$ cat config.mk
export PLATFORM = sky130hd
export DESIGN_NAME = timer_buffer_event_irq_regs
export DESIGN_NICKNAME = d
export VERILOG_FILES = /design/src/shared/timer_regs_pkg.sv /design/src/hw/timer_buffer_event_irq_regs.sv
export SDC_FILE = /design/constraint.sdc
export NUM_CORES = 1
export LEC_CHECK = 0
export ABC_AREA = 1
export BUFFER_PORTS_ARGS = -buffer_cell sky130_fd_sc_hd__buf_2
export CAP_MARGIN = 20
export CORE_MARGIN = 1.5
export CORE_UTILIZATION = 33
export DETAILED_ROUTE_END_ITERATION = 10
export GPL_TIMING_DRIVEN = 1
export REMOVE_ABC_BUFFERS = 1
export SYNTH_ARGS = -nofsm -noshare
export SYNTH_HDL_FRONTEND = slang
export SYNTH_SLANG_ARGS = --single-unit
$ cat constraint.sdc
create_clock -name clk -period 4.9 [get_ports clk]
set_input_delay 0.49 -clock clk [delete_from_list [all_inputs] [get_ports clk]]
set_output_delay 0.49 -clock clk [all_outputs]
set_load 0.03 [all_outputs]
$ cat src/shared/timer_regs_pkg.sv
`default_nettype none
package timer_regs_pkg;

    // ------------------------------------------------------------
    // Register offsets on the byte-wide peripheral register port.
    // ------------------------------------------------------------
    localparam logic [7:0] OFS_BV_CLEAR  = 8'h06; // Buffer-valid clear alias.
    localparam logic [7:0] OFS_BV_SET    = 8'h07; // Buffer-valid set alias.
    localparam logic [7:0] OFS_EVENT     = 8'h09; // Event control.
    localparam logic [7:0] OFS_INT_EN    = 8'h0a; // Interrupt enables.
    localparam logic [7:0] OFS_INT_FLAGS = 8'h0b; // Interrupt flags.
    localparam logic [7:0] OFS_DEBUG     = 8'h0e; // Debug control.
    localparam logic [7:0] OFS_STAGING   = 8'h0f; // Shared staging byte.
    localparam logic [7:0] OFS_COUNTER   = 8'h20; // Counter low byte.
    localparam logic [7:0] OFS_PERIOD    = 8'h26; // Period low byte.
    localparam logic [7:0] OFS_PER_BUF   = 8'h36; // Period buffer low byte.
    localparam logic [7:0] OFS_CMP_BUF   = 8'h38; // Compare 0 buffer low byte.
    localparam logic [7:0] OFS_HIGH_STEP = 8'h01; // High byte sits one above.
    localparam logic [7:0] OFS_CMP_STEP  = 8'h02; // Stride between channels.

    // ------------------------------------------------------------
    // Field positions and widths.
    // ------------------------------------------------------------
    localparam int NUM_CHANNELS = 3;  // Compare channels.
    localparam int BV_PERIOD    = 0;  // Period buffer-valid bit.
    localparam int BV_CMP0      = 1;  // First compare buffer-valid bit.
    localparam int BV_WIDTH     = 4;  // Buffer-valid bits in use.
    localparam int INT_WRAP     = 0;  // Wrap flag and enable bit.
    localparam int INT_CMP0     = 4;  // First compare flag and enable bit.
    localparam int EV_ENABLE    = 0;  // Count-on-event enable bit.
    localparam int EV_ACT_LO    = 1;  // Event action field, low bit.
    localparam int EV_ACT_HI    = 3;  // Event action field, high bit.
    localparam int DBG_RUN      = 0;  // Run-while-halted bit.

    // ------------------------------------------------------------
    // Reset values and masks.
    // ------------------------------------------------------------
    localparam logic [7:0]  RST_BYTE       = 8'h00; // Byte registers.
    localparam logic [15:0] RST_COUNTER    = 16'h0000;
    localparam logic [15:0] RST_PERIOD     = 16'hffff;
    localparam logic [7:0]  MASK_BV        = 8'h0f; // Implemented valid bits.
    localparam logic [7:0]  MASK_EVENT     = 8'h0f; // Implemented event bits.
    localparam logic [7:0]  MASK_INT       = 8'h71; // Implemented flag bits.
    localparam logic [7:0]  MASK_DEBUG     = 8'h01; // Implemented debug bits.

    // ------------------------------------------------------------
    // Event action codes and waveform mode codes.
    // ------------------------------------------------------------
    localparam logic [2:0] ACT_RISING_EDGE  = 3'h0;
    localparam logic [2:0] ACT_BOTH_EDGES   = 3'h1;
    localparam logic [2:0] ACT_LEVEL_HIGH   = 3'h2;
    localparam logic [2:0] ACT_DIRECTION    = 3'h3;
    localparam logic [2:0] MODE_NORMAL      = 3'h0;
    localparam logic [2:0] MODE_FREQUENCY   = 3'h1;
    localparam logic [2:0] MODE_SINGLE      = 3'h3;
    localparam logic [2:0] MODE_DUAL_TOP    = 3'h5;
    localparam logic [2:0] MODE_DUAL_BOTH   = 3'h6;
    localparam logic [2:0] MODE_DUAL_BOTTOM = 3'h7;

    // One register port access: strobes with address and write data.
    typedef struct packed {
        logic       wr;    // Write strobe, one cycle.
        logic       rd;    // Read strobe, one cycle.
        logic [7:0] addr;  // Byte offset.
        logic [7:0] wdata; // Write data.
    } bus_req_t;

    // The three compare values held outside this block.
    typedef logic [NUM_CHANNELS-1:0][15:0] compare_set_t;

endpackage : timer_regs_pkg
`default_nettype wire

$ cat src/hw/timer_buffer_event_irq_regs.sv
`timescale 1ns/100ps
`default_nettype none

module timer_buffer_event_irq_regs (
    // Clock and reset.
    input  wire logic                         clk,
    input  wire logic                         nrst,
    // Register port.
    input  wire timer_regs_pkg::bus_req_t     busReq,
    output var  logic [7:0]                   readData,
    // Timer context supplied by the surrounding timer.
    input  wire logic                         timerEnable,
    input  wire logic                         prescaleTick,
    input  wire logic                         eventIn,
    input  wire logic                         haltedByDebugger,
    input  wire logic [2:0]                   waveformMode,
    input  wire logic                         lockUpdate,
    input  wire logic                         updateCommand,
    input  wire logic [15:0]                  periodBuffer,
    input  wire timer_regs_pkg::compare_set_t compareValues,
    // Results.
    output var  logic [15:0]                  counterValue,
    output var  logic [15:0]                  periodValue,
    output var  logic [3:0]                   bufferValid,
    output var  logic [2:0]                   compareIrq,
    output var  logic                         wrapIrq
);
    import timer_regs_pkg::*;

    // ------------------------------------------------------------
    // Address decoding.
    // ------------------------------------------------------------

    // True when the access hits the high byte of a 16-bit register.
    function automatic logic hitHigh(input logic [7:0] addr, input logic [7:0] base);
        hitHigh = (addr == base + OFS_HIGH_STEP);
    endfunction : hitHigh

    // Low byte address of compare buffer n.
    function automatic logic [7:0] cmpBufBase(input int n);
        cmpBufBase = OFS_CMP_BUF + 8'(n) * OFS_CMP_STEP;
    endfunction : cmpBufBase

    logic [7:0]  bv_q, bv_d;             // Buffer-valid bits.
    logic [7:0]  event_q;                // Event control.
    logic [7:0]  intEn_q;                // Interrupt enables.
    logic [7:0]  flags_q, flags_d;       // Interrupt flags.
    logic [7:0]  debug_q;                // Debug control.
    logic [7:0]  staging_q;              // Shared staging byte.
    logic [15:0] cnt_q, cnt_d;           // Counter.
    logic [15:0] per_q;                  // Period.
    logic        eventPrev_q;            // Event level one cycle back.
    logic [7:0]  rdata_q;                // Registered read data.
    logic [2:0]  cmpIrq_q;               // Registered compare requests.
    logic        wrapIrq_q;              // Registered wrap request.

    wire wr = busReq.wr;                  // Write strobe.
    wire rd = busReq.rd;                  // Read strobe.
    wire [7:0] ad = busReq.addr;          // Access address.
    wire [7:0] wd = busReq.wdata;         // Write data.

    // Low-byte writes to any 16-bit register load the staging byte.
    wire lowCnt = (ad == OFS_COUNTER);
    wire lowPer = (ad == OFS_PERIOD);
    wire lowBuf = (ad == OFS_PER_BUF) || (ad == cmpBufBase(0))
               || (ad == cmpBufBase(1)) || (ad == cmpBufBase(2));
    wire wrCntHigh = wr && hitHigh(ad, OFS_COUNTER);   // Completes counter write.
    wire wrPerHigh = wr && hitHigh(ad, OFS_PERIOD);    // Completes period write.

    // A buffer counts as written when its high byte lands.
    logic [3:0] bufWritten;
    always_comb begin
        bufWritten = 4'h0;
        bufWritten[BV_PERIOD] = wr && hitHigh(ad, OFS_PER_BUF);
        for (int n = 0; n < NUM_CHANNELS; n++) begin
            bufWritten[BV_CMP0 + n] = wr && hitHigh(ad, cmpBufBase(n));
        end
    end

    // ------------------------------------------------------------
    // Counting control.
    // ------------------------------------------------------------
    wire [2:0] action  = event_q[EV_ACT_HI:EV_ACT_LO];
    wire       evCount = event_q[EV_ENABLE];
    // A debugger halt freezes the timer unless the run bit is set.
    wire running = timerEnable && (!haltedByDebugger || debug_q[DBG_RUN]);
    wire rise = eventIn && !eventPrev_q;
    wire fall = !eventIn && eventPrev_q;

    // Pick the source of a count step from the event action.
    logic evStep;
    always_comb begin
        case (action)
            ACT_RISING_EDGE: evStep = rise;
            ACT_BOTH_EDGES:  evStep = rise || fall;
            ACT_LEVEL_HIGH:  evStep = prescaleTick && eventIn;
            ACT_DIRECTION:   evStep = prescaleTick;
            default:         evStep = 1'b0;
        endcase
    end
    // Without event counting the plain prescaled tick drives the counter.
    wire step = running && (evCount ? evStep : prescaleTick);
    // The event level is looked at only on the step itself.
    wire down = evCount && (action == ACT_DIRECTION) && eventIn;

    // Top is the period except in frequency mode, where channel 0 sets it.
    wire [15:0] top = (waveformMode == MODE_FREQUENCY) ? compareValues[0] : per_q;
    wire wrapUp   = step && !down && (cnt_q == top);
    wire wrapDown = step && down && (cnt_q == RST_COUNTER);

    // Modes that flag the wrap at top, at bottom, or at both.
    wire modeTop = (waveformMode == MODE_NORMAL) || (waveformMode == MODE_FREQUENCY)
                || (waveformMode == MODE_DUAL_TOP) || (waveformMode == MODE_DUAL_BOTH);
    wire modeBottom = (waveformMode == MODE_SINGLE) || (waveformMode == MODE_DUAL_BOTH)
                   || (waveformMode == MODE_DUAL_BOTTOM);
    wire wrapEvent = (wrapUp && modeTop) || (wrapDown && modeBottom);

    // Normal and frequency modes update at top; every other mode updates at bottom,
    // so the dual-slope top-flag mode must not pick the top wrap here.
    wire upModes  = (waveformMode == MODE_NORMAL) || (waveformMode == MODE_FREQUENCY);
    wire updateHw = upModes ? wrapUp : wrapDown;
    // Lock holds off the automatic update; the command always transfers.
    wire transfer = (updateHw && !lockUpdate) || updateCommand;

    // Software write of the counter wins over a count step in that cycle.
    always_comb begin
        if (wrCntHigh) begin
            cnt_d = {wd, staging_q};
        end else if (wrapUp) begin
            cnt_d = RST_COUNTER;
        end else if (wrapDown) begin
            cnt_d = top;
        end else if (step) begin
            cnt_d = down ? cnt_q - 16'h0001 : cnt_q + 16'h0001;
        end else begin
            cnt_d = cnt_q;
        end
    end

    // ------------------------------------------------------------
    // Buffer-valid and flag next values.
    // ------------------------------------------------------------

    // Hardware and the set alias win over clearing in the same cycle.
    logic [7:0] bvSet, bvClr;
    always_comb begin
        bvSet = {4'h0, bufWritten};
        if (wr && ad == OFS_BV_SET) begin
            bvSet = bvSet | (wd & MASK_BV);
        end
        bvClr = transfer ? MASK_BV : 8'h00;
        if (wr && ad == OFS_BV_CLEAR) begin
            bvClr = bvClr | (wd & MASK_BV);
        end
        bv_d = (bv_q & ~bvClr) | bvSet;
    end

    // Compare matches and the wrap event set flags; a one clears them.
    logic [7:0] flagSet;
    always_comb begin
        flagSet = 8'h00;
        flagSet[INT_WRAP] = wrapEvent;
        for (int n = 0; n < NUM_CHANNELS; n++) begin
            flagSet[INT_CMP0 + n] = (cnt_q == compareValues[n]);
        end
        flags_d = flags_q;
        if (wr && ad == OFS_INT_FLAGS) begin
            flags_d = flags_q & ~(wd & MASK_INT);
        end
        flags_d = flags_d | flagSet;
    end

    // ------------------------------------------------------------
    // Read path.
    // ------------------------------------------------------------
    logic [7:0] readMux;
    always_comb begin
        case (ad)
            OFS_BV_CLEAR, OFS_BV_SET: readMux = bv_q;
            OFS_EVENT:                readMux = event_q;
            OFS_INT_EN:               readMux = intEn_q;
            OFS_INT_FLAGS:            readMux = flags_q;
            OFS_DEBUG:                readMux = debug_q;
            OFS_STAGING:              readMux = staging_q;
            OFS_COUNTER:              readMux = cnt_q[7:0];
            OFS_PERIOD:               readMux = per_q[7:0];
            default: begin
                // Counter and period high bytes come from the staging byte; all else reads zero.
                readMux = (hitHigh(ad, OFS_COUNTER) || hitHigh(ad, OFS_PERIOD))
                        ? staging_q : RST_BYTE;
            end
        endcase
    end

    // ------------------------------------------------------------
    // Control registers.
    // ------------------------------------------------------------

    // Plain read/write control bytes.
    always_ff @(posedge clk) begin
        if (!nrst) begin
            event_q <= RST_BYTE;
            intEn_q <= RST_BYTE;
            debug_q <= RST_BYTE;
        end else if (wr) begin
            if (ad == OFS_EVENT) event_q <= wd & MASK_EVENT;
            if (ad == OFS_INT_EN) intEn_q <= wd & MASK_INT;
            if (ad == OFS_DEBUG) debug_q <= wd & MASK_DEBUG;
        end
    end

    // Staging byte: low-byte writes fill it, counter and period low-byte reads park the high byte.
    always_ff @(posedge clk) begin
        if (!nrst) begin
            staging_q <= RST_BYTE;
        end else if (wr && (ad == OFS_STAGING || lowCnt || lowPer || lowBuf)) begin
            staging_q <= wd;
        end else if (rd && lowCnt) begin
            staging_q <= cnt_q[15:8];
        end else if (rd && lowPer) begin
            staging_q <= per_q[15:8];
        end
    end

    // Period: software write, or buffer transfer when the buffer is valid.
    always_ff @(posedge clk) begin
        if (!nrst) begin
            per_q <= RST_PERIOD;
        end else if (wrPerHigh) begin
            per_q <= {wd, staging_q};
        end else if (transfer && bv_q[BV_PERIOD]) begin
            per_q <= periodBuffer;
        end
    end

    // Counter, valid bits, flags and event history.
    always_ff @(posedge clk) begin
        if (!nrst) begin
            cnt_q       <= RST_COUNTER;
            bv_q        <= RST_BYTE;
            flags_q     <= RST_BYTE;
            eventPrev_q <= 1'b0;
        end else begin
            cnt_q       <= cnt_d;
            bv_q        <= bv_d;
            flags_q     <= flags_d;
            eventPrev_q <= eventIn;
        end
    end

    // Registered outputs: read data and interrupt requests.
    always_ff @(posedge clk) begin
        if (!nrst) begin
            rdata_q   <= RST_BYTE;
            cmpIrq_q  <= 3'h0;
            wrapIrq_q <= 1'b0;
        end else begin
            rdata_q   <= rd ? readMux : RST_BYTE;
            cmpIrq_q  <= flags_q[INT_CMP0 +: NUM_CHANNELS]
                       & intEn_q[INT_CMP0 +: NUM_CHANNELS];
            wrapIrq_q <= flags_q[INT_WRAP] && intEn_q[INT_WRAP];
        end
    end

    assign readData     = rdata_q;
    assign counterValue = cnt_q;
    assign periodValue  = per_q;
    assign bufferValid  = bv_q[3:0];
    assign compareIrq   = cmpIrq_q;
    assign wrapIrq      = wrapIrq_q;

    // ------------------------------------------------------------
    // Checks.
    // ------------------------------------------------------------
    cmp_bv_set_a: assert property (@(posedge clk) disable iff (!nrst)
        wr && hitHigh(ad, OFS_CMP_BUF) |=> bv_q[BV_CMP0])
        else $error("Compare 0 buffer write did not set its valid bit.");

    per_bv_set_a: assert property (@(posedge clk) disable iff (!nrst)
        wr && hitHigh(ad, OFS_PER_BUF) |=> bv_q[BV_PERIOD])
        else $error("Period buffer write did not set its valid bit.");

    bv_update_clear_a: assert property (@(posedge clk) disable iff (!nrst)
        transfer && !wr |=> bv_q == RST_BYTE)
        else $error("Update left a buffer-valid bit set.");

    bv_set_alias_a: assert property (@(posedge clk) disable iff (!nrst)
        wr && ad == OFS_BV_SET && !transfer |=> bv_q == ($past(bv_q) | ($past(wd) & MASK_BV)))
        else $error("Set alias changed bits other than those written as one.");

    rise_count_a: assert property (@(posedge clk) disable iff (!nrst)
        !eventIn ##1 (running && evCount && action == ACT_RISING_EDGE && eventIn && !wr)
        |=> cnt_q != $past(cnt_q))
        else $error("Rising event edge did not move the counter.");

    level_hold_a: assert property (@(posedge clk) disable iff (!nrst)
        evCount && action == ACT_LEVEL_HIGH && !eventIn && !wr |=> $stable(cnt_q))
        else $error("Counter moved while the event input was low.");

    debug_freeze_a: assert property (@(posedge clk) disable iff (!nrst)
        haltedByDebugger && !debug_q[DBG_RUN] && !wr |=> $stable(cnt_q))
        else $error("Counter moved during a debugger halt.");

    flag_sticky_a: assert property (@(posedge clk) disable iff (!nrst)
        flags_q[INT_WRAP] && !(wr && ad == OFS_INT_FLAGS) |=> flags_q[INT_WRAP])
        else $error("Wrap flag cleared without a write of one.");

    compare_match_a: assert property (@(posedge clk) disable iff (!nrst)
        cnt_q == compareValues[1] |=> flags_q[INT_CMP0 + 1])
        else $error("Compare 1 match did not set its flag.");

    irq_follow_a: assert property (@(posedge clk) disable iff (!nrst)
        ##1 wrapIrq == ($past(flags_q[INT_WRAP]) && $past(intEn_q[INT_WRAP])))
        else $error("Wrap request does not follow flag and enable.");

endmodule : timer_buffer_event_irq_regs
`default_nettype wire

# --- Word-level counts from Yosys, hierarchy flattened ---
# Cells that the tools add are included.
totals:
  elab_cells: 134
  in_bits: 93
  ff_bits: 78
  out_inout_bits: 48
classes:
  bitwise: 9
  add_sub_neg: 2
  n_eq_ne: 31
  muxes: 20
  reduce_logical: 60
op_table:
  columns: ["operator", "count"]
  rows:
  - ["$mux 16", 8]
  - ["$eq 8x6->1 const B", 12]
  - ["$eq 16x16->1", 4]
  - ["$pmux 8 s8", 1]
  - ["$eq 8x4->1 const B", 5]
  - ["$mux 8", 5]
  - ["$logic_and 1x1->1", 28]
  - ["$add 16x1->16 const B", 1]
  - ["$and 8x8->8", 2]
  - ["$eq 8x3->1 const B", 2]
  - ["$logic_not 16->1", 1]
  - ["$logic_or 1x1->1", 16]
  - ["$sub 16x1->16 const B", 1]
  - ["$mux 4", 3]
  - ["$eq 3x2->1 const B", 3]
  - ["$eq 3x3->1 const B", 3]
  - ["$not 7->8", 1]
  - ["$not 8->8", 1]
  - ["$or 4x4->4", 2]
  - ["$or 8x7->8", 1]
  - ["$or 8x8->8", 1]
  - ["$reduce_and 2->1", 4]
  - ["$eq 3x1->1 const B", 2]
  - ["$logic_not 3->1", 2]
  - ["other kinds (8)", 13]

# --- Logic depth before layout (Yosys ltp) ---
# Gate-level depths: netlist (run 1).
depth:
  word_depth: 17
  ltp_mapped: 19
  ltp_nobuf: 17

# --- Worst setup path after synthesis (run 1) ---
# Ideal clock, no wire load.
synth_path:
  path_kind: "input-to-reg"
  from: "input eventIn"
  to: "register cnt_q[15], in the netlist counterValue[15]"
  stages: 13
  setup_slack_ps: 2401
  required_ps: 4826
  t_arrival_ps: 2424
  n_path_buf: 0
  setup_ps: 74
  path_cell_list: "nand4_1 inv_1 ha_1 a21oi_1 o21ai_0 nand2_1 nand2_1 nand3_1 nand2_1 or2_2 nand3_1 nand4_1 a31oi_1"
synth_between:
  elab_chain_cells: 11
  elab_cells_between_ends: 20
  cone_classes: "mux (7); reduce/logical (13)"
synth_rtl:
  columns: ["item", "line_no", "rtl"]
  rows:
  - ["start, declared", "timer_buffer_event_irq_regs.sv:14", "input wire logic eventIn,"]
  - ["$logic_not 1->1", "timer_buffer_event_irq_regs.sv:88", "wire fall = !eventIn && eventPrev_q;"]
  - ["$logic_and 1x1->1", "timer_buffer_event_irq_regs.sv:88", null]
  - ["$logic_or 1x1->1", "timer_buffer_event_irq_regs.sv:95", "ACT_BOTH_EDGES: evStep = rise || fall;"]
  - ["$pmux 1 s4", "timer_buffer_event_irq_regs.sv:93", "case (action)"]
  - ["$mux 1", "timer_buffer_event_irq_regs.sv:102", "wire step = running && (evCount ? evStep : prescaleTick);"]
  - ["$logic_and 1x1->1", "timer_buffer_event_irq_regs.sv:102", null]
  - ["$logic_and 1x1->1 (2 in series)", "timer_buffer_event_irq_regs.sv:109", "wire wrapDown = step && down && (cnt_q == RST_COUNTER);"]
  - ["$mux 16", "timer_buffer_event_irq_regs.sv:131", "end else if (wrapDown) begin"]
  - ["$mux 16", "timer_buffer_event_irq_regs.sv:129", "end else if (wrapUp) begin"]
  - ["$mux 16", "timer_buffer_event_irq_regs.sv:127", "if (wrCntHigh) begin"]
  - ["end signal, assigned", "timer_buffer_event_irq_regs.sv:244", "cnt_q <= cnt_d;"]
  - ["end, declared", "timer_buffer_event_irq_regs.sv:50", "logic [15:0] cnt_q, cnt_d;"]
# Several ways; a longest one is shown, not always the timed one. The select of a mux whose other input is x is not followed.
# A chain may end at the register's enable or synchronous reset.

# --- Final worst setup path (run 1) ---
layout_path:
  from: "input waveformMode[1]"
  to: "register per_q[0], in the netlist periodValue[0]"
layout_between:
  elab_chain_cells: 9
  elab_cells_between_ends: 11
  cone_classes: "eq/ne (2); mux (2); reduce/logical (7)"
layout_rtl:
  columns: ["item", "line_no", "rtl"]
  rows:
  - ["start, declared", "timer_buffer_event_irq_regs.sv:16", "input wire logic [2:0] waveformMode,"]
  - ["$eq 3x1->1", "timer_buffer_event_irq_regs.sv:107, timer_buffer_event_irq_regs.sv:120", null]
  - ["$mux 16", "timer_buffer_event_irq_regs.sv:107", "wire [15:0] top = (waveformMode == MODE_FREQUENCY) ? compareValues[0] : per_q;"]
  - ["$eq 16x16->1", "timer_buffer_event_irq_regs.sv:108", "wire wrapUp = step && !down && (cnt_q == top);"]
  - ["$logic_and 1x1->1", "timer_buffer_event_irq_regs.sv:108", null]
  - ["$mux 1 (*)", "timer_buffer_event_irq_regs.sv:121", "wire updateHw = upModes ? wrapUp : wrapDown;"]
  - ["$logic_and 1x1->1 (*)", "timer_buffer_event_irq_regs.sv:123", "wire transfer = (updateHw && !lockUpdate) || updateCommand;"]
  - ["$logic_or 1x1->1 (*)", "timer_buffer_event_irq_regs.sv:123", null]
  - ["$logic_and 1x1->1 (*)", "timer_buffer_event_irq_regs.sv:231", "end else if (transfer && bv_q[BV_PERIOD]) begin"]
  - ["$reduce_bool 2->1 (no line) (*)", null, null]
  - ["end signal, assigned", "timer_buffer_event_irq_regs.sv:230", "per_q <= {wd, staging_q};"]
  - ["end signal, assigned", "timer_buffer_event_irq_regs.sv:232", "per_q <= periodBuffer;"]
  - ["end, declared", "timer_buffer_event_irq_regs.sv:51", "logic [15:0] per_q;"]
# Mark *: on every way between the ends. The rest lies on a longest branch, timed or not.

==> flow_metrics.py, run 1 <==
metrics = {
    "outcome": {
        "status": "completed",
    },
    "drt": {
        "drt_first_pass_iters": 5,
        "route.met3.wl_microns": 2030,
        "wl_met2_microns": 9800,
        "drt-met1-wl_microns": 10300,
        "drt-wirelength-per-cell_microns": 17.8,
        "vias_per_cell": 5.36,
        "via_count": 6835,
        "routed_wl_microns": 22700,
        "highest_layer": "met4",
        "drc": 0,
        "ant_nets": 0,
        "drt_iter0_drc": 596,
    },
    "clock_tree": {
        "cts.hold.buffers_added": 0,
        "cts.sinks": 70,
        "cts_buffers": 9,
        "post_cts_buffers": 0,
        "cts-root-buf": "clkbuf_16",
        "clock_path_buffers": 2,
        "clk_pin_slew_ns": 0.06,
        "cts_resized": 0,
        "clock_latency_ns": 0.34,
        "cts_tree": "built",
        "cts_max_level": 3,
    },
    "setup_path": {
        "cp-start-kind": "input port",
        "critPathKind": "input port to flip-flop",
        "r2r_start": "event_q[1]$_SDFFE_PN0P_",
        "worstSetupStartpoint": "waveformMode[1]",
        "crit_fanout": 26,
        "crit_path_end_kind": "flip-flop",
        "cp_data_required_time_ns": 5.17,
        "cp.arrival_ns": 3.68,
    },
    "pwr": {
        "p_sw_mw": 0.369,
        "seqPwrFrac_pct": 41.4,
        "powerDensity_nw_per_um2": 202,
        "clkPwrFrac_pct": 46.6,
        "ir_worst_vdd_v": 0.000162,
        "total_leakage_power_nw": 3.23,
        "p_sw_share_pct": 26.5,
        "combPwrFrac_pct": 12.0,
        "internal-power_mw": 1.03,
    },
    "sta": {
        "final-hold-violation-count": 0,
        "setup_viol": 0,
        "skew_ns": 0.00726,
        "setup_ws_ns": 1.49,
        "timing.final.crit_share_pct": 69.5,
        "timing.fmax_mhz": 293,
        "drv_slew": 0,
        "hold_slack_ns": 0.387,
        "period_needed_ns": 3.41,
        "fin_setup_tns_ns": 0,
        "maxSlewHeadroom_pct": 37.7,
        "tightest_slew_ns": 0.927,
        "rsz0062_at_grt": "false",
    },
    "logic_synthesis": {
        "ys_warn_count": 0,
        "synthTopCellsByArea": "dfxtp_1 24%, nand2_1 15%, nand3_1 9.7%",
        "syn_area_per_cell_sq_um": 6.21,
        "synth_edf_count": 0,
        "syn_area_sq_um": 5780,
        "ys.flop_type": "dfxtp_1",
        "yosys.area.top_type_share_pct": 24.2,
        "synthArstFlopShare_pct": 0,
        "syn_inst": 931,
        "synth_seq_cells": 70,
        "yosysTopAreaCell": "dfxtp_1",
        "ys_seq_area_share_pct": 24.2,
        "ys_types": 41,
    },
    "worst_hold_path": {
        "min_path_type": "input port to flip-flop",
        "min_from": "eventIn",
    },
    "grt": {
        "grt_max_degree": 42,
        "antenna_found_initial": 0,
        "grt_pass1_wl_microns": 34600,
        "grt_usage_pct": 24.8,
        "grt_pass1_vias": 6162,
        "overflow": 0,
    },
    "layout": {
        "n_antenna_cell": 0,
        "nFillCells": 1892,
        "nNetsFinal": 1154,
        "layout_commonest_cell": "nand2_1",
        "drive_gt1_share_pct": 18.1,
        "seq_area_sq_um": 1400,
        "final_area_sq_um": 6890,
        "final_cell_mix": "231 x nand2_1, 140 x buf_2, 112 x nand3_1, 108 x inv_1, 70 x dfxtp_1",
        "area_delta_synth_final_pct": 19.3,
        "final_util_pct": 40.1,
        "multi_input_comb_area_sq_um": 3780,
    },
    "die": {
        "core-area_sq_um": 17200,
        "fp-row-count": 48,
        "die_area_sq_um": 18300,
        "dieWidth_microns": 135,
        "pin_count": 141,
        "initial_core_util_pct": 33.6,
        "die_h_microns": 135,
    },
    "placement": {
        "post-place-ws_ns": 1.31,
        "dpl.hpwl_microns": 17300,
        "io_buffers": 140,
        "dpl_cell_area_sq_um": 6610,
        "place_congestion": 0.934,
    },
    "job": {
        "max_cap_viol_count": 0,
    },
}
## layer usage
metal / GRT usage, % / vias up
met5: 0 / -
met4: 8.30 / 0
met3: 4.38 / 42
met2: 37.8 / 308
met1: 35.0 / 3123
li1: - / 3362
## sequential cells by signal (all words and copies together), names as in the netlist
signal	flops
flags_q	4
readData	8
compareIrq	3
staging_q	8
wrapIrq	1
counterValue	16
event_q	4
bv_q	4
intEn_q	4
debug_q	1
eventPrev_q	1
periodValue	16
## worst paths after layout
check                                                     end  slack (ns)  cells after the start
worst min register to register             wrapIrq$_SDFF_PN0_        0.45                      2
worst max register to register  counterValue[15]$_SDFFE_PN0P_        1.74                     15
worst max-delay path              periodValue[0]$_SDFFE_PN1P_        1.49                     18
worst min-delay path                   eventPrev_q$_SDFF_PN0_        0.39                      3
## critical path: stages
cell and delay, ns:
buf_2 0.13, nor2_4 0.51, nand2_4 0.34, nand2_1 0.19, nand2_1 0.10, nand2_1 0.07, nand2_1 0.05, nor2_1 0.22
nand2_1 0.12, nor2_2 0.18, nand3_4 0.26, nand2_1 0.21, nand2_1 0.08, nand2_2 0.08, nand2_4 0.17, nand2_4 0.26
nand2_1 0.09, nand3_1 0.08
## area by class of cell
class / instances / share of cell area (%)
clock inverter: 5 / 0.726
sequential: 70 / 20.3
tap: 225 / 4.08
clock buffer: 11 / 3.38
inverter: 111 / 6.04
timing repair buffer: 144 / 10.6
multi-input combinational: 709 / 54.8
## stage by stage
step | instances | total power [mW]
after floorplan | 890 | 0.665
after global placement | 1259 | 0.755
after detailed placement | 1259 | 0.755
after CTS | 1275 | 1.39
after global routing | 1275 | 1.44
final | 1275 | 1.39
## kinds of logic (layout without fill, tap and decap cells)
family	Yosys count	in the layout	share of synthesized area [%]
muxes	8	8	1.56
adders and majority gates	16	16	3.59
DFF	70	70	24.2
and+or+nand+nor	482	482	37.5
AOI/OAI and AO/OA	159	159	16.1
xor gates and xnor gates	44	44	6.67
buffers and inverters	152	271	10.4
## cells in the mapped netlist, drive strengths merged, types with 8 or more instances
cell	count
nand2	236
nand3	113
inv	108
nor2	71
dfxtp	70
a21oi	52
o21ai	46
xnor2	32
nand4	31
clkbuf	30
a31oi	29
ha	15
nor3	12
xor2	12
buf	11
a221oi	8
mux2	8
or2	8
## power by group through the flow
stage | Clock (mW) | Sequential [mW] | Combinational [mW]
after floorplan | 0 | 0.590 | 0.0755
after global placement | 0 | 0.590 | 0.166
after detailed placement | 0 | 0.590 | 0.166
after CTS | 0.651 | 0.577 | 0.167
after global routing | 0.674 | 0.577 | 0.185
final | 0.649 | 0.577 | 0.168
(Power assumes the default switching activity.)
==> run 2: changes to the inputs <==
==> constraint.sdc (replaced) <==
create_clock -name clk -period 3 [get_ports clk]
set_input_delay 0.3 -clock clk [delete_from_list [all_inputs] [get_ports clk]]
set_output_delay 0.3 -clock clk [all_outputs]
set_load 0.03 [all_outputs]
==> run 2 against run 1 <==
Power rose by 73%. Register-to-register slack got worse by 1.4 ns. Global-route usage rose by 0.11 points. Clock skew rose by 0.0013 ns. Sequential cell count did not move. Critical endpoint is now counterValue[15]$_SDFFE_PN0P_. Design area rose by 3.0%. Hold slack got worse by 0.19 ns. Largest power group unchanged. Final cell count rose by 1.8%. Via count rose by 2.6%. Die area did not move. Combinational power rose by 69%.
==> flow_metrics.py, run 2 (synthesis results as in run 1) <==
metrics = {
    "clock_tree": {
        "cts_max_level": 3,
        "cts.sinks": 70,
        "cts_resized": 0,
        "cts_buffers": 9,
        "clk_pin_slew_ns": 0.06,
        "cts-root-buf": "clkbuf_16",
        "clock_latency_ns": 0.35,
        "clock_path_buffers": 2,
        "post_cts_buffers": 0,
        "cts_tree": "built",
        "cts.hold.buffers_added": 0,
    },
    "layout": {
        "final_util_pct": 41.3,
        "area_delta_synth_final_pct": 22.8,
        "drive_gt1_share_pct": 19.9,
        "layout_commonest_cell": "nand2_1",
        "n_antenna_cell": 0,
        "nNetsFinal": 1177,
        "final_cell_mix": "231 x nand2_1, 140 x buf_2, 112 x nand3_1, 108 x inv_1, 70 x dfxtp_1",
    },
    "sta": {
        "period_needed_ns": 2.65,
        "skew_ns": 0.00861,
        "drv_slew": 0,
        "timing.final.crit_share_pct": 88.3,
        "fin_setup_tns_ns": 0,
        "timing.fmax_mhz": 378,
        "hold_slack_ns": 0.192,
        "tightest_slew_ns": 0.587,
        "final-hold-violation-count": 0,
        "rsz0062_at_grt": "false",
        "maxSlewHeadroom_pct": 60.6,
        "setup_ws_ns": 0.352,
        "setup_viol": 0,
    },
    "die": {
        "core-area_sq_um": 17200,
        "die_area_sq_um": 18300,
        "die_h_microns": 135,
        "initial_core_util_pct": 33.6,
        "dieWidth_microns": 135,
        "fp-row-count": 48,
        "pin_count": 141,
    },
    "setup_path": {
        "cp_data_required_time_ns": 3.28,
        "critPathKind": "flip-flop to flip-flop",
        "cp-start-kind": "flip-flop",
        "crit_fanout": 12,
        "cp.arrival_ns": 2.93,
        "crit_path_end_kind": "flip-flop",
    },
    "pwr": {
        "total_leakage_power_nw": 3.36,
        "ir_worst_vdd_v": 0.000267,
        "powerDensity_nw_per_um2": 339,
    },
    "drt": {
        "ant_nets": 0,
        "drt-wirelength-per-cell_microns": 17.5,
        "drt_first_pass_iters": 5,
        "via_count": 7010,
        "drt_iter0_drc": 719,
        "drc": 0,
        "vias_per_cell": 5.40,
        "routed_wl_microns": 22700,
    },
    "placement": {
        "post-place-ws_ns": 0.399,
        "io_buffers": 140,
        "dpl.hpwl_microns": 17900,
        "place_congestion": 0.935,
    },
    "grt": {
        "grt_pass1_wl_microns": 34900,
        "grt_pass1_vias": 6364,
        "grt_max_degree": 30,
        "antenna_found_initial": 0,
        "grt_usage_pct": 24.9,
        "overflow": 0,
    },
    "job": {
        "max_cap_viol_count": 0,
    },
    "worst_hold_path": {
        "min_path_type": "input port to flip-flop",
    },
    "outcome": {
        "status": "completed",
    },
}
[run 2: cell types whose count changed in the layout (fill, tap and decap cells not counted), sizes merged]
cell    change
bufinv      +1
buf        +23
clkbuf      +1
clkinv      -2
[run 2: layer usage]
metal	global-route usage, %	share of wire [%]
met3	3.82	8.2
met1	35.5	46
met5	0	0
met2	37.6	43
met4	9.14	3.0
[run 2: area by class of cell]
type,count,area (sq um)
fillers,1923,10100
multi-input cells,709,3780
flip-flops and latches,70,1400
repair buffers,167,903
inverters,111,417
well taps,225,282
clock buffers,12,246
clock inverters,4,70.1
[run 2: power breakdown]
group | leakage, nW | internal, mW | switching, mW | total [mW]
clock network | 0.157 | 0.749 | 0.434 | 1.18
registers | 0.565 | 0.934 | 0.00543 | 0.939
logic | 2.64 | 0.108 | 0.176 | 0.284
total | 3.36 | 1.79 | 0.615 | 2.41
[run 2: path summary, 6_finish.rpt]
path | from | end | slack (ns) | cells after the start
worst max-delay path | event_q[1]$_SDFFE_PN0P_ | counterValue[15]$_SDFFE_PN0P_ | 0.35 | 16
worst min-delay path | eventIn | eventPrev_q$_SDFF_PN0_ | 0.19 | 3
worst max register to register | event_q[1]$_SDFFE_PN0P_ | counterValue[15]$_SDFFE_PN0P_ | 0.35 | 16
worst min register to register | intEn_q[0]$_SDFFE_PN0P_ | wrapIrq$_SDFF_PN0_ | 0.44 | 2
[run 2: worst max-delay path, cell delays in order (launching register included)]
cell     delay, ns
dfxtp_1       0.33
inv_1         0.08
nor2_1        0.11
nand4_1       0.22
inv_1         0.17
buf_4         0.21
ha_1          0.30
a21oi_1       0.19
nor2_1        0.06
nor2_1        0.10
nand2_1       0.11
nand3_1       0.09
nand2_1       0.06
or2_2         0.27
nand3_1       0.07
nand4_1       0.09
a31oi_1       0.13
[run 2: through the flow]
stage	area, sq um	power (mW)	cells
2_1_floorplan	5600	1.09	890
3_3_place_gp	6780	1.24	1282
3_5_place_dp	6780	1.24	1282
4_1_cts	7100	2.40	1298
5_1_grt	7100	2.48	1298
6_report	7100	2.41	1298
